## src/rtl/ebwih_pkg.sv

```systemverilog
// Constants and types shared by the external bus cycle controller.
// Assumes a 32-bit register address and 16-bit register data.
package ebwih_pkg;

    // ****************************************
    // Register map
    // ****************************************
    localparam logic [31:0] ADDR_AWT = 32'hfffff488;
    localparam logic [31:0] ADDR_IDC = 32'hfffff48a;
    localparam logic [31:0] ADDR_STATUS = 32'hfffff48c;

    localparam logic [15:0] RST_AWT = 16'hffff;
    localparam logic [15:0] RST_IDC = 16'haaaa;
    localparam logic [15:0] REG_ZERO = 16'h0000;

    // ****************************************
    // Field layout, one group per chip-select area
    // ****************************************
    localparam int AREA_STRIDE = 2;
    localparam int AWT_SU_BASE = 0;
    localparam int AWT_HD_BASE = 1;
    localparam int IDC_IDLE_BASE = 1;

    localparam int STAT_HOLD_BIT = 0;
    localparam int STAT_BUSY_BIT = 1;
    localparam int STAT_SPLIT_BIT = 2;
    localparam int STAT_RMW_BIT = 3;

    // ****************************************
    // Requesters, highest priority first
    // ****************************************
    localparam int NUM_REQ = 3;
    localparam int REQ_DATA = 0;
    localparam int REQ_BRF = 1;
    localparam int REQ_SQF = 2;

    typedef enum logic [3:0] {
        ST_IDLE,
        ST_SETUP_WAIT,
        ST_FIRST,
        ST_HOLD_WAIT,
        ST_SECOND,
        ST_DATA_WAIT,
        ST_THIRD,
        ST_IDLE_STATE,
        ST_RELEASED
    } ebwih_state_t;

endpackage : ebwih_pkg

```

## src/rtl/ebwih_ctrl.sv

```systemverilog
// External bus cycle controller: address waits, read idle state,
// bus release handshake and external bus arbitration.
// Assumes requesters hold a request until its done pulse.
//
// What this block does
// - Setup wait adds one clock before the first bus state.
// - Hold wait adds one clock after the first bus state.
// - Setup and hold waits are set separately for area 0 and 1.
// - Hold-wait bit 1 inserts the hold wait, 0 omits it.
// - Setup-wait bit 1 inserts the setup wait, 0 omits it.
// - Address wait register is 16 bits, resets to all ones.
// - Internal memories and peripherals never get address waits.
// - One idle state may follow the third bus state per area.
// - Idle state only in read cycles, never in writes.
// - Idle control register is 16 bits, resets to alternating ones.
// - Internal memories and peripherals never get an idle state.
// - While release is requested the bus floats; driving resumes after.
// - Release acknowledge goes low while the bus is released.
// - Internal accesses continue during release; external ones stall.
// - No release between parts of split or read-modify-write accesses.
// - Clock-stopped modes never enter bus release.
// - In halt, acknowledge follows the request both ways.
// - Priority: release, operand data, branch fetch, successive fetch.
// - Fetch may split a read-modify-write, nothing may split a split.
`timescale 1ns/10ps
`default_nettype none

module ebwih_ctrl #(
    parameter int NUM_AREAS = 2
) (
    input wire logic clk_i,
    input wire logic rst_n_i,
    // Register port
    input wire logic [31:0] reg_addr_i,
    input wire logic [15:0] reg_wdata_i,
    input wire logic reg_wr_i,
    input wire logic reg_rd_i,
    output logic [15:0] reg_rdata_o,
    // Operand data access
    input wire logic data_req_i,
    input wire logic data_wr_i,
    input wire logic data_ext_i,
    input wire logic data_area_i,
    input wire logic data_split_more_i,
    input wire logic data_rmw_read_i,
    output logic data_done_o,
    // Branch fetch
    input wire logic brf_req_i,
    input wire logic brf_ext_i,
    input wire logic brf_area_i,
    output logic brf_done_o,
    // Successive fetch
    input wire logic sqf_req_i,
    input wire logic sqf_ext_i,
    input wire logic sqf_area_i,
    output logic sqf_done_o,
    // Data wait request from the wait logic
    input wire logic data_wait_i,
    // Power modes
    input wire logic halt_i,
    input wire logic clk_stopped_i,
    // Pins
    input wire logic bus_release_request_n_i,
    output logic bus_release_ack_n_o,
    output logic bus_drive_o,
    output logic [NUM_AREAS-1:0] chip_select_n_o,
    output logic bus_read_o,
    output logic first_bus_state_o
);

    // ****************************************
    // Registers
    // ****************************************
    logic [15:0] awt_q;
    logic [15:0] idc_q;
    logic [15:0] status;

    always_ff @(posedge clk_i or negedge rst_n_i) begin
        if (!rst_n_i) begin
            awt_q <= ebwih_pkg::RST_AWT;
            idc_q <= ebwih_pkg::RST_IDC;
        end else if (reg_wr_i) begin
            // Fixed bits are stored as written; they steer nothing
            if (reg_addr_i == ebwih_pkg::ADDR_AWT) begin
                awt_q <= reg_wdata_i;
            end
            if (reg_addr_i == ebwih_pkg::ADDR_IDC) begin
                idc_q <= reg_wdata_i;
            end
        end
    end

    always_ff @(posedge clk_i or negedge rst_n_i) begin
        if (!rst_n_i) begin
            reg_rdata_o <= ebwih_pkg::REG_ZERO;
        end else if (reg_rd_i) begin
            unique case (reg_addr_i)
                ebwih_pkg::ADDR_AWT: reg_rdata_o <= awt_q;
                ebwih_pkg::ADDR_IDC: reg_rdata_o <= idc_q;
                ebwih_pkg::ADDR_STATUS: reg_rdata_o <= status;
                default: reg_rdata_o <= ebwih_pkg::REG_ZERO;
            endcase
        end else begin
            reg_rdata_o <= ebwih_pkg::REG_ZERO;
        end
    end

    // ****************************************
    // Release request synchroniser
    // ****************************************
    logic rel_meta_q;
    logic rel_req_n_q;

    always_ff @(posedge clk_i or negedge rst_n_i) begin
        if (!rst_n_i) begin
            rel_meta_q <= 1'b1;
            rel_req_n_q <= 1'b1;
        end else begin
            rel_meta_q <= bus_release_request_n_i;
            rel_req_n_q <= rel_meta_q;
        end
    end

    // ****************************************
    // Arbitration
    // ****************************************
    ebwih_pkg::ebwih_state_t state_q;
    logic split_lock_q;
    logic rmw_lock_q;
    logic [ebwih_pkg::NUM_REQ-1:0] done_q;
    logic [ebwih_pkg::NUM_REQ-1:0] req;
    logic [ebwih_pkg::NUM_REQ-1:0] ext;
    logic [ebwih_pkg::NUM_REQ-1:0] area;
    logic [ebwih_pkg::NUM_REQ-1:0] eligible;
    logic [ebwih_pkg::NUM_REQ-1:0] grant;
    logic release_ok;
    logic take_release;
    logic take_ext;
    logic take_int;
    logic sel_area;
    logic sel_wr;

    assign req = {sqf_req_i, brf_req_i, data_req_i};
    assign ext = {sqf_ext_i, brf_ext_i, data_ext_i};
    assign area = {sqf_area_i, brf_area_i, data_area_i};

    // Halt needs no special path: with no CPU traffic the request wins at once
    assign release_ok = !rel_req_n_q && !clk_stopped_i
        && !split_lock_q && !rmw_lock_q;
    assign take_release = (state_q == ebwih_pkg::ST_IDLE) && release_ok;

    always_comb begin
        eligible = '0;
        for (int i = 0; i < ebwih_pkg::NUM_REQ; i++) begin
            // Internal targets proceed in idle or released state without the bus
            eligible[i] = req[i] && (done_q == '0)
                && (!ext[i] || ((state_q == ebwih_pkg::ST_IDLE) && !take_release));
        end
        if (split_lock_q) begin
            eligible[ebwih_pkg::REQ_BRF] = 1'b0;
            eligible[ebwih_pkg::REQ_SQF] = 1'b0;
        end
        // All requests wait while an external bus cycle is in progress
        if (state_q != ebwih_pkg::ST_IDLE && state_q != ebwih_pkg::ST_RELEASED) begin
            eligible = '0;
        end
    end

    always_comb begin
        grant = '0;
        for (int i = ebwih_pkg::NUM_REQ - 1; i >= 0; i--) begin
            if (eligible[i]) begin
                grant = '0;
                grant[i] = 1'b1;
            end
        end
    end

    assign take_ext = |(grant & ext);
    assign take_int = |(grant & ~ext);
    assign sel_area = |(grant & area);
    assign sel_wr = grant[ebwih_pkg::REQ_DATA] && data_wr_i;

    // ****************************************
    // Bus cycle sequencer
    // ****************************************
    logic [ebwih_pkg::NUM_REQ-1:0] owner_q;
    logic area_q;
    logic wr_q;
    logic hold_wait_q;
    logic idle_en_q;
    logic setup_sel;
    logic finish_ext;

    // Per-area enables picked from the chosen area's field group
    assign setup_sel = awt_q[ebwih_pkg::AWT_SU_BASE
        + ebwih_pkg::AREA_STRIDE * int'(sel_area)];

    assign finish_ext = (state_q == ebwih_pkg::ST_IDLE_STATE)
        || ((state_q == ebwih_pkg::ST_THIRD) && !(idle_en_q && !wr_q));

    always_ff @(posedge clk_i or negedge rst_n_i) begin
        if (!rst_n_i) begin
            state_q <= ebwih_pkg::ST_IDLE;
        end else begin
            unique case (state_q)
                ebwih_pkg::ST_IDLE: begin
                    if (take_release) begin
                        state_q <= ebwih_pkg::ST_RELEASED;
                    end else if (take_ext) begin
                        state_q <= setup_sel ? ebwih_pkg::ST_SETUP_WAIT
                            : ebwih_pkg::ST_FIRST;
                    end
                end
                ebwih_pkg::ST_SETUP_WAIT: state_q <= ebwih_pkg::ST_FIRST;
                ebwih_pkg::ST_FIRST: begin
                    state_q <= hold_wait_q ? ebwih_pkg::ST_HOLD_WAIT
                        : ebwih_pkg::ST_SECOND;
                end
                ebwih_pkg::ST_HOLD_WAIT: state_q <= ebwih_pkg::ST_SECOND;
                ebwih_pkg::ST_SECOND, ebwih_pkg::ST_DATA_WAIT: begin
                    state_q <= data_wait_i ? ebwih_pkg::ST_DATA_WAIT
                        : ebwih_pkg::ST_THIRD;
                end
                ebwih_pkg::ST_THIRD: begin
                    // Float delay of the memory only matters on reads
                    state_q <= (idle_en_q && !wr_q) ? ebwih_pkg::ST_IDLE_STATE
                        : ebwih_pkg::ST_IDLE;
                end
                ebwih_pkg::ST_IDLE_STATE: state_q <= ebwih_pkg::ST_IDLE;
                ebwih_pkg::ST_RELEASED: begin
                    if (rel_req_n_q) begin
                        state_q <= ebwih_pkg::ST_IDLE;
                    end
                end
                default: state_q <= ebwih_pkg::ST_IDLE;
            endcase
        end
    end

    always_ff @(posedge clk_i or negedge rst_n_i) begin
        if (!rst_n_i) begin
            owner_q <= '0;
            area_q <= 1'b0;
            wr_q <= 1'b0;
            hold_wait_q <= 1'b0;
            idle_en_q <= 1'b0;
        end else if (take_ext) begin
            owner_q <= grant;
            area_q <= sel_area;
            wr_q <= sel_wr;
            hold_wait_q <= awt_q[ebwih_pkg::AWT_HD_BASE
                + ebwih_pkg::AREA_STRIDE * int'(sel_area)];
            idle_en_q <= idc_q[ebwih_pkg::IDC_IDLE_BASE
                + ebwih_pkg::AREA_STRIDE * int'(sel_area)];
        end
    end

    // Internal targets finish one cycle after being taken, no bus states
    always_ff @(posedge clk_i or negedge rst_n_i) begin
        if (!rst_n_i) begin
            done_q <= '0;
        end else if (take_int) begin
            done_q <= grant;
        end else if (finish_ext) begin
            done_q <= owner_q;
        end else begin
            done_q <= '0;
        end
    end

    assign data_done_o = done_q[ebwih_pkg::REQ_DATA];
    assign brf_done_o = done_q[ebwih_pkg::REQ_BRF];
    assign sqf_done_o = done_q[ebwih_pkg::REQ_SQF];

    // Locks set when a part is taken, cleared when the last part is taken
    always_ff @(posedge clk_i or negedge rst_n_i) begin
        if (!rst_n_i) begin
            split_lock_q <= 1'b0;
            rmw_lock_q <= 1'b0;
        end else if (grant[ebwih_pkg::REQ_DATA]) begin
            split_lock_q <= data_split_more_i;
            rmw_lock_q <= data_rmw_read_i;
        end
    end

    // ****************************************
    // Pin drivers
    // ****************************************
    always_ff @(posedge clk_i or negedge rst_n_i) begin
        if (!rst_n_i) begin
            bus_release_ack_n_o <= 1'b1;
            bus_drive_o <= 1'b1;
        end else begin
            bus_release_ack_n_o <= !(take_release
                || (state_q == ebwih_pkg::ST_RELEASED && !rel_req_n_q));
            bus_drive_o <= !(take_release
                || (state_q == ebwih_pkg::ST_RELEASED && !rel_req_n_q));
        end
    end

    logic in_cycle_d;
    assign in_cycle_d = (take_ext && !take_release)
        || (state_q inside {ebwih_pkg::ST_SETUP_WAIT, ebwih_pkg::ST_FIRST,
            ebwih_pkg::ST_HOLD_WAIT, ebwih_pkg::ST_SECOND,
            ebwih_pkg::ST_DATA_WAIT});

    always_ff @(posedge clk_i or negedge rst_n_i) begin
        if (!rst_n_i) begin
            chip_select_n_o <= '1;
            bus_read_o <= 1'b0;
        end else begin
            chip_select_n_o <= '1;
            bus_read_o <= 1'b0;
            if (in_cycle_d) begin
                chip_select_n_o[take_ext ? sel_area : area_q] <= 1'b0;
                bus_read_o <= !(take_ext ? sel_wr : wr_q);
            end
        end
    end

    assign first_bus_state_o = (state_q == ebwih_pkg::ST_FIRST);

    always_comb begin
        status = ebwih_pkg::REG_ZERO;
        status[ebwih_pkg::STAT_HOLD_BIT] = (state_q == ebwih_pkg::ST_RELEASED);
        status[ebwih_pkg::STAT_BUSY_BIT] = (state_q != ebwih_pkg::ST_IDLE)
            && (state_q != ebwih_pkg::ST_RELEASED);
        status[ebwih_pkg::STAT_SPLIT_BIT] = split_lock_q;
        status[ebwih_pkg::STAT_RMW_BIT] = rmw_lock_q;
    end
endmodule : ebwih_ctrl

`default_nettype wire

```

## config.mk

```make
export PLATFORM = sky130hd
export DESIGN_NAME = ebwih_ctrl
export DESIGN_NICKNAME = d
export VERILOG_FILES = /design/src/rtl/ebwih_pkg.sv /design/src/rtl/ebwih_ctrl.sv
export SDC_FILE = /design/constraint.sdc
export NUM_CORES = 1
export LEC_CHECK = 0
export BUFFER_PORTS_ARGS = -buffer_cell sky130_fd_sc_hd__buf_2
export CAP_MARGIN = 10
export CORE_MARGIN = 3
export CORE_UTILIZATION = 45
export CTS_CLUSTER_DIAMETER = 100
export DETAILED_ROUTE_END_ITERATION = 8
export GPL_TIMING_DRIVEN = 0
export PLACE_DENSITY_LB_ADDON = 0.1
export SETUP_SLACK_MARGIN = 0.1
export SLEW_MARGIN = 30
export SYNTH_ARGS = -nofsm -noshare
export SYNTH_HDL_FRONTEND = slang
export SYNTH_SLANG_ARGS = --single-unit
```

## constraint.sdc

```tcl
create_clock -name clk_i -period 3.09 [get_ports clk_i]
set_clock_uncertainty 0.15 [all_clocks]
set_input_delay 0.1545 -clock clk_i [delete_from_list [all_inputs] [get_ports clk_i]]
set_output_delay 0.1545 -clock clk_i [all_outputs]
set_load 0.01 [all_outputs]
```

==> run metrics, run 1 <==
Tot GR Track Use=18.32%; Max transition margin=48.35%; Final Max Slew Viols=0; share of cells above drive strength 1=47.56%; Crit Path Class=reg2reg; critical path endpoint category=flip-flop; R2R Setup Slk=0.37 ns; CTS sink cnt=70; number of synthesized flops with an enable pin=0; status=finished, final reports clean; Synth Warn #=0; Top Ports=93; Slew @ Worst Pin=a little under 0.8 ns; Combinational Power Share=roughly 28%; final setup vio count=0; count of cell types in the netlist=43; RSZ-0062 raised after global routing=false; Area contributors post-synth=dfrtp_1 33%, dfstp_2 24%, mux2_2 13%; insertion delay to the later sink of the worst-skew pair=~0.34 ns; CP delay by family, top=compound AO/OA/AOI/OAI gates; post-synth top area share=32.68%; worst r2r dst=state_q[0]; termination of the worst setup path=state_q[0]; Seq pwr share=43.2%; routed vias/inst=4.859; synthesized instance count=259; Worst-path clk slew=0.07 ns; worst setup path start=state_q[0]; Clock power frac=29.1%; Port-buffer cells=89; clk root buf=clkbuf_8; Most common cell on crit path=or3_4; drt wl/cell=between 10 and 15 µm; Tot Pwr=about 2500 µW; switching part of the total power=31.54%; Commonest cells post-synth=41 x dfrtp_1, 36 x mux2_2, 29 x dfstp_2, 28 x nor2_1, 18 x mux2i_1; Main synth FF type=dfrtp_1; FP Rows=29; area delta synth->final=32.56%; critical path depth=8; largest net degree at the start of global routing=40; Static Leak=about 0.0020 µW; r2r worst-path depth=8; top-count cell post-synth=dfrtp_1; CP max-delay cell=or3_4; mapped cell area=approximately 0.0031 mm²; Seq/Total Area, Yosys=56.95%; Core ar.=0.006568 mm²; first-pass GRT wire length=11.01 mm; Bufs and invs on worst path=1; Fin Setup TNS=0 ns; die area=0.008015 mm²; worst path arrival time=2.83 ns; DRC viols=0; Pwr Density=between 600 and 700 mW/mm²; postcts setup bufs=0; post-route clock period utilization=87.95%; worst hold slack=0.02124 ns; fin nets=452; asr flop ratio synth=100.0%; GRT overflow=0; HPWL after DPL=between 4 and 5 mm; GP Congestion=0.7649; cts repair resizes=0; DRT Pass-1 Iters=4; IR drop worst, VDD=0.0003270 V; max-cap viol count=0; CP Launch Type=flip-flop; drt total wl=between 6 and 7 mm; Worst EP required=3.20 ns; CP peak stage delay=0.39 ns; Pint=1721 µW; die height=89.53 µm; HP Class=in2reg; Vias=2342; vias in the first global route=~2400; Die Width=89.53 µm; CP cell instances=buf_6 > or3_4 > or3_4 > a21o_1 > a31o_2 > a21oi_4 > mux2_2 > a21oi_1; antenna violations before repair=0; Period minus WS final=2.718 ns; Post-Syn Nets=around 330; Initial Util=between 40% and 50%; switching pwr=slightly below 800 µW; Mean Syn Cell Area=12.12 µm²; number of synthesized register bits=70; Final Hold Viols=0; DR iter-0 viols=83; Crit Path Max Fanout=9; CTS tree=yes; leading area contributor after synthesis=dfrtp_1; htree depth=3; f_max=368.0 MHz; number of buffers created by CTS=9; r2r startpoint=state_q[0]; CTS Buffer Depth=2; Final ANT Viol Nets=0; Antenna diodes=0
timing repair:
action                     4_1_cts  5_1_grt
hold buffers                    24        0
hold endpoints to repair       100        0
setup endpoints to repair        0        0
registers in the layout, summed over array words and instances (netlist names), 2 cells and up:
register,count
owner_q,3
state_q,4
awt_q,16
chip_select_n_o,2
reg_rdata_o,16
done_q,3
idc_q,16
placed cells by master (no fill, tap or decap), types with 2 or more instances in the layout:
master         instances
a21o_1                 2
mux2_2                36
a21oi_1               12
dfstp_2               29
nand4_1                6
clkbuf_1               9
inv_1                 12
dlygate4sd3_1         24
buf_6                  2
dfrtp_1               41
clkinv_4               2
nand2b_1               4
mux2i_1               18
nor3_2                 2
o21ai_0                9
buf_4                  2
nor3b_1                2
nor2_1                28
a211oi_1               2
nand2_1               11
buf_2                 88
clkinv_2               2
nand3_1                5
nor4_1                 2
a21oi_4                2
or3_4                  2
nor2b_1                2
clkbuf_8               9
kinds of logic after synthesis:
| family | count (synthesis) | share of synthesized area [%] |
|---|---|---|
| AO/OA/AOI/OAI | 36 | 7.852 |
| buffers and inverters | 24 | 3.467 |
| flip-flops | 70 | 56.95 |
| multiplexers | 55 | 19.09 |
| AND/OR/NAND/NOR | 74 | 12.63 |
routing by layer:
metal  up-vias  part of all wire (%)  track usage, %
met4         0                   1.6           7.442
li1       1165                     -               -
met2        47                    51           30.81
met5         -                     0               0
met3        13                   3.3           3.502
met1      1117                    44           23.25
per-stage QoR:
| stage | worst slack, ns | instances | utilization [%] | instance area [µm²] |
|---|---|---|---|---|
| after floorplan | 0.5320 | 259 | - | 3139 |
| after global placement | 0.3767 | 441 | 56.35 | 3701 |
| after detailed placement | 0.3698 | 442 | 56.70 | 3724 |
| after CTS | 0.3453 | 482 | 63.36 | 4161 |
| after global routing | 0.2617 | 482 | 63.36 | 4161 |
| final | 0.3723 | 482 | 63.36 | 4161 |
power by group through the flow:
stage                     Combinational, µW  Clock, µW  Sequential, µW
final                                   698        730            1090
after global routing                    782        798            1100
after CTS                               706        749            1090
after detailed placement                680          0            1100
after global placement                  666          0            1100
after floorplan                         468          0            1100
worst reg2reg max path, delay by kind of cell (launching register included):
family	cells	cell delay, ns
AND/OR/NAND/NOR	2	0.78
buffers and inverters	1	0.13
AO/OA/AOI/OAI	4	0.83
flip-flops	1	0.38
multiplexers	1	0.38
how the worst min path moves through the flow:
stage               slack [ns]  depth (start not counted)               startpoint             end
global route              0.02                          3                brf_ext_i       done_q[1]
floorplan                -0.29                          0                  rst_n_i          area_q
global placement          0.11                          1  bus_release_request_n_i      rel_meta_q
finish                    0.02                          3                brf_ext_i       done_q[1]
detailed placement       -0.03                          1                  rst_n_i  reg_rdata_o[1]
CTS                       0.01                          3                brf_ext_i       done_q[1]
cell type report:
type,instances,area (µm²)
inverters,12,45.04
flip-flops and latches,70,1788
multi-input cells,165,1242
well taps,93,116.4
repair buffers,114,708.2
plain buffers,12,63.81
fillers,531,2406
clock buffers,9,123.9
clock inverters,7,73.82
(Power assumes the default switching activity.)
==> run 2: changes to the inputs <==
CORE_UTILIZATION = 39   (was 45)
==> run metrics, run 2 (synthesized netlist as in run 1, its figures left out) <==
Top Registers=awt_q (16), idc_q (16), reg_rdata_o (16); Slew @ Worst Pin=0.7830 ns (+0.008259 ns); FP Rows=32 (+10%); PnR worst setup slack=0.3255 ns (-0.04676 ns); Fin Setup TNS=0 ns (unchanged); Vias=2335 (-0.30%); area delta synth->final=32.44% (about the same); die height=95.72 µm (+6.9%); R2R Setup Slk=0.33 ns (-0.05 ns); most common cell after layout, fill and taps aside=buf_2; postcts setup bufs=0 (unchanged); Tot GR Track Use=16.88% (-1.4 points); critical path endpoint category=flip-flop; IR drop worst, VDD=0.0002972 V (-9.1%); Die Width=95.72 µm (+6.9%); drt total wl=7.039 mm (+4.1%); Most common cell on crit path=or3_4; max-cap viol count=0 (unchanged); Antenna diodes=0 (unchanged); Port-buffer cells=89 (unchanged); drt wl/cell=14.34 µm (+2.2%); clk root buf=clkbuf_8; Final Max Slew Viols=0 (unchanged); HP Class=in2reg; first-pass GRT wire length=11.75 mm (+6.8%); CTS tree=yes; final setup vio count=0 (unchanged); largest net degree at the start of global routing=47 (+18%); Final ANT Viol Nets=0 (unchanged); Crit Path Class=reg2reg; placed insts=451 (+2.0%); post-place setup slack=0.3409 ns (-0.02884 ns); final cell count without fillers=491 (+1.9%); GP Congestion=0.8158 (+6.7%); CP Launch Type=flip-flop; worst path arrival time=2.88 ns (+0.05 ns); Worst-path clk slew=0.07 ns (about the same); most frequent cells in the layout=88 x buf_2, 41 x dfrtp_1, 36 x mux2_2; CTS Buffer Depth=2 (unchanged); Top Ports=93 (unchanged); CP peak stage delay=0.40 ns (about the same); Worst EP required=3.20 ns (about the same); die area=0.009162 mm² (+14%); Final Hold Viols=0 (unchanged); DRC viols=0 (unchanged); HPWL after DPL=5.005 mm (+0.56%); DRT Pass-1 Iters=5 (+1); number of buffers created by CTS=9 (unchanged); Core ar.=0.007767 mm² (+18%); htree depth=3 (unchanged); Initial Util=40.42% (-7.4 points); insertion delay to the later sink of the worst-skew pair=0.34 ns (about the same); worst hold slack=0.02788 ns (+0.006635 ns); RSZ-0062 raised after global routing=false; Static Leak=0.002008 µW (-0.52%); Finished Core Util=53.53% (-9.8 points); post-route clock period utilization=89.46% (+1.5 points); share of cells above drive strength 1=47.30% (-0.26 points); CP cell instances=buf_6 > or3_4 > or3_4 > a21o_1 > a31o_2 > a21oi_4 > mux2_2 > a21oi_1; Pwr Density=591.0 mW/mm² (-2.2%); f_max=361.7 MHz (-1.7%); Max transition margin=47.80% (-0.55 points); DR iter-0 viols=86 (+3.6%); fin nets=452 (unchanged); Crit Path Max Fanout=9 (unchanged); GRT overflow=0 (unchanged); vias in the first global route=2440 (+2.9%); status=finished, final reports clean; Period minus WS final=2.764 ns (+0.04676 ns); routed vias/inst=4.756 (-2.1%); CP max-delay cell=or3_4; antenna violations before repair=0 (unchanged); CTS sink cnt=70 (unchanged)
run 2: cell count changes in the layout (fill, tap and decap cells not counted), sizes merged:
cell,before,now
clkbuf,18,20
clkinv,4,2
bufinv,1,0
clkinvlp,1,2
run 2: critical path: cells and delay by family, from the launching register on:
| kind | cells | cell delay [ns] |
|---|---|---|
| compound gates | 4 | 0.87 |
| mux | 1 | 0.39 |
| simple gates | 2 | 0.79 |
| buf+inv | 1 | 0.13 |
| flops | 1 | 0.37 |
run 2: through the flow:
step           total power [µW]  instance area [µm²]
3_5_place_dp               1795                 3742
3_3_place_gp               1780                 3712
6_report                   2457                 4158
4_1_cts                    2495                 4158
2_1_floorplan              1571                 3139
5_1_grt                    2630                 4158
run 2: layout make-up:
type,count,area (µm²)
tap,102,127.6
timing repair buffer,114,715.7
inverter,12,45.04
fill,749,3610
buffer,12,63.81
clock inverter,5,33.78
clock buffer,11,141.4
multi-input combinational,165,1242
sequential,70,1788
run 2: power breakdown:
group          switching, µW  internal (µW)
clock                    349            313
sequential              56.0           1030
combinational            391            318
total                    797           1660
run 2: what timing repair did:
| item | 4_1_cts | 5_1_grt |
|---|---|---|
| hold buffers | 24 | 0 |
| resized for setup | 0 | 0 |
| hold endpoints to repair | 91 | 0 |
run 2: routing by layer:
layer / vias up / share of wire, % / GRT usage (%)
li1: 1159 / - / -
met4: 0 / 1.3 / 4.976
met5: - / 0 / 0
met1: 1124 / 43 / 20.10
met3: 9 / 4.4 / 5.473
met2: 43 / 51 / 29.07
run 2: final timing paths:
path,start,end,cells after the start
min reg2reg,rel_meta_q,rel_req_n_q,0
max reg2reg,state_q[0],state_q[0],8
max in group asynchronous,rst_n_i,idc_q[1],3
min,brf_ext_i,done_q[1],3
max,state_q[0],state_q[0],8
min in group asynchronous,rst_n_i,idc_q[4],2
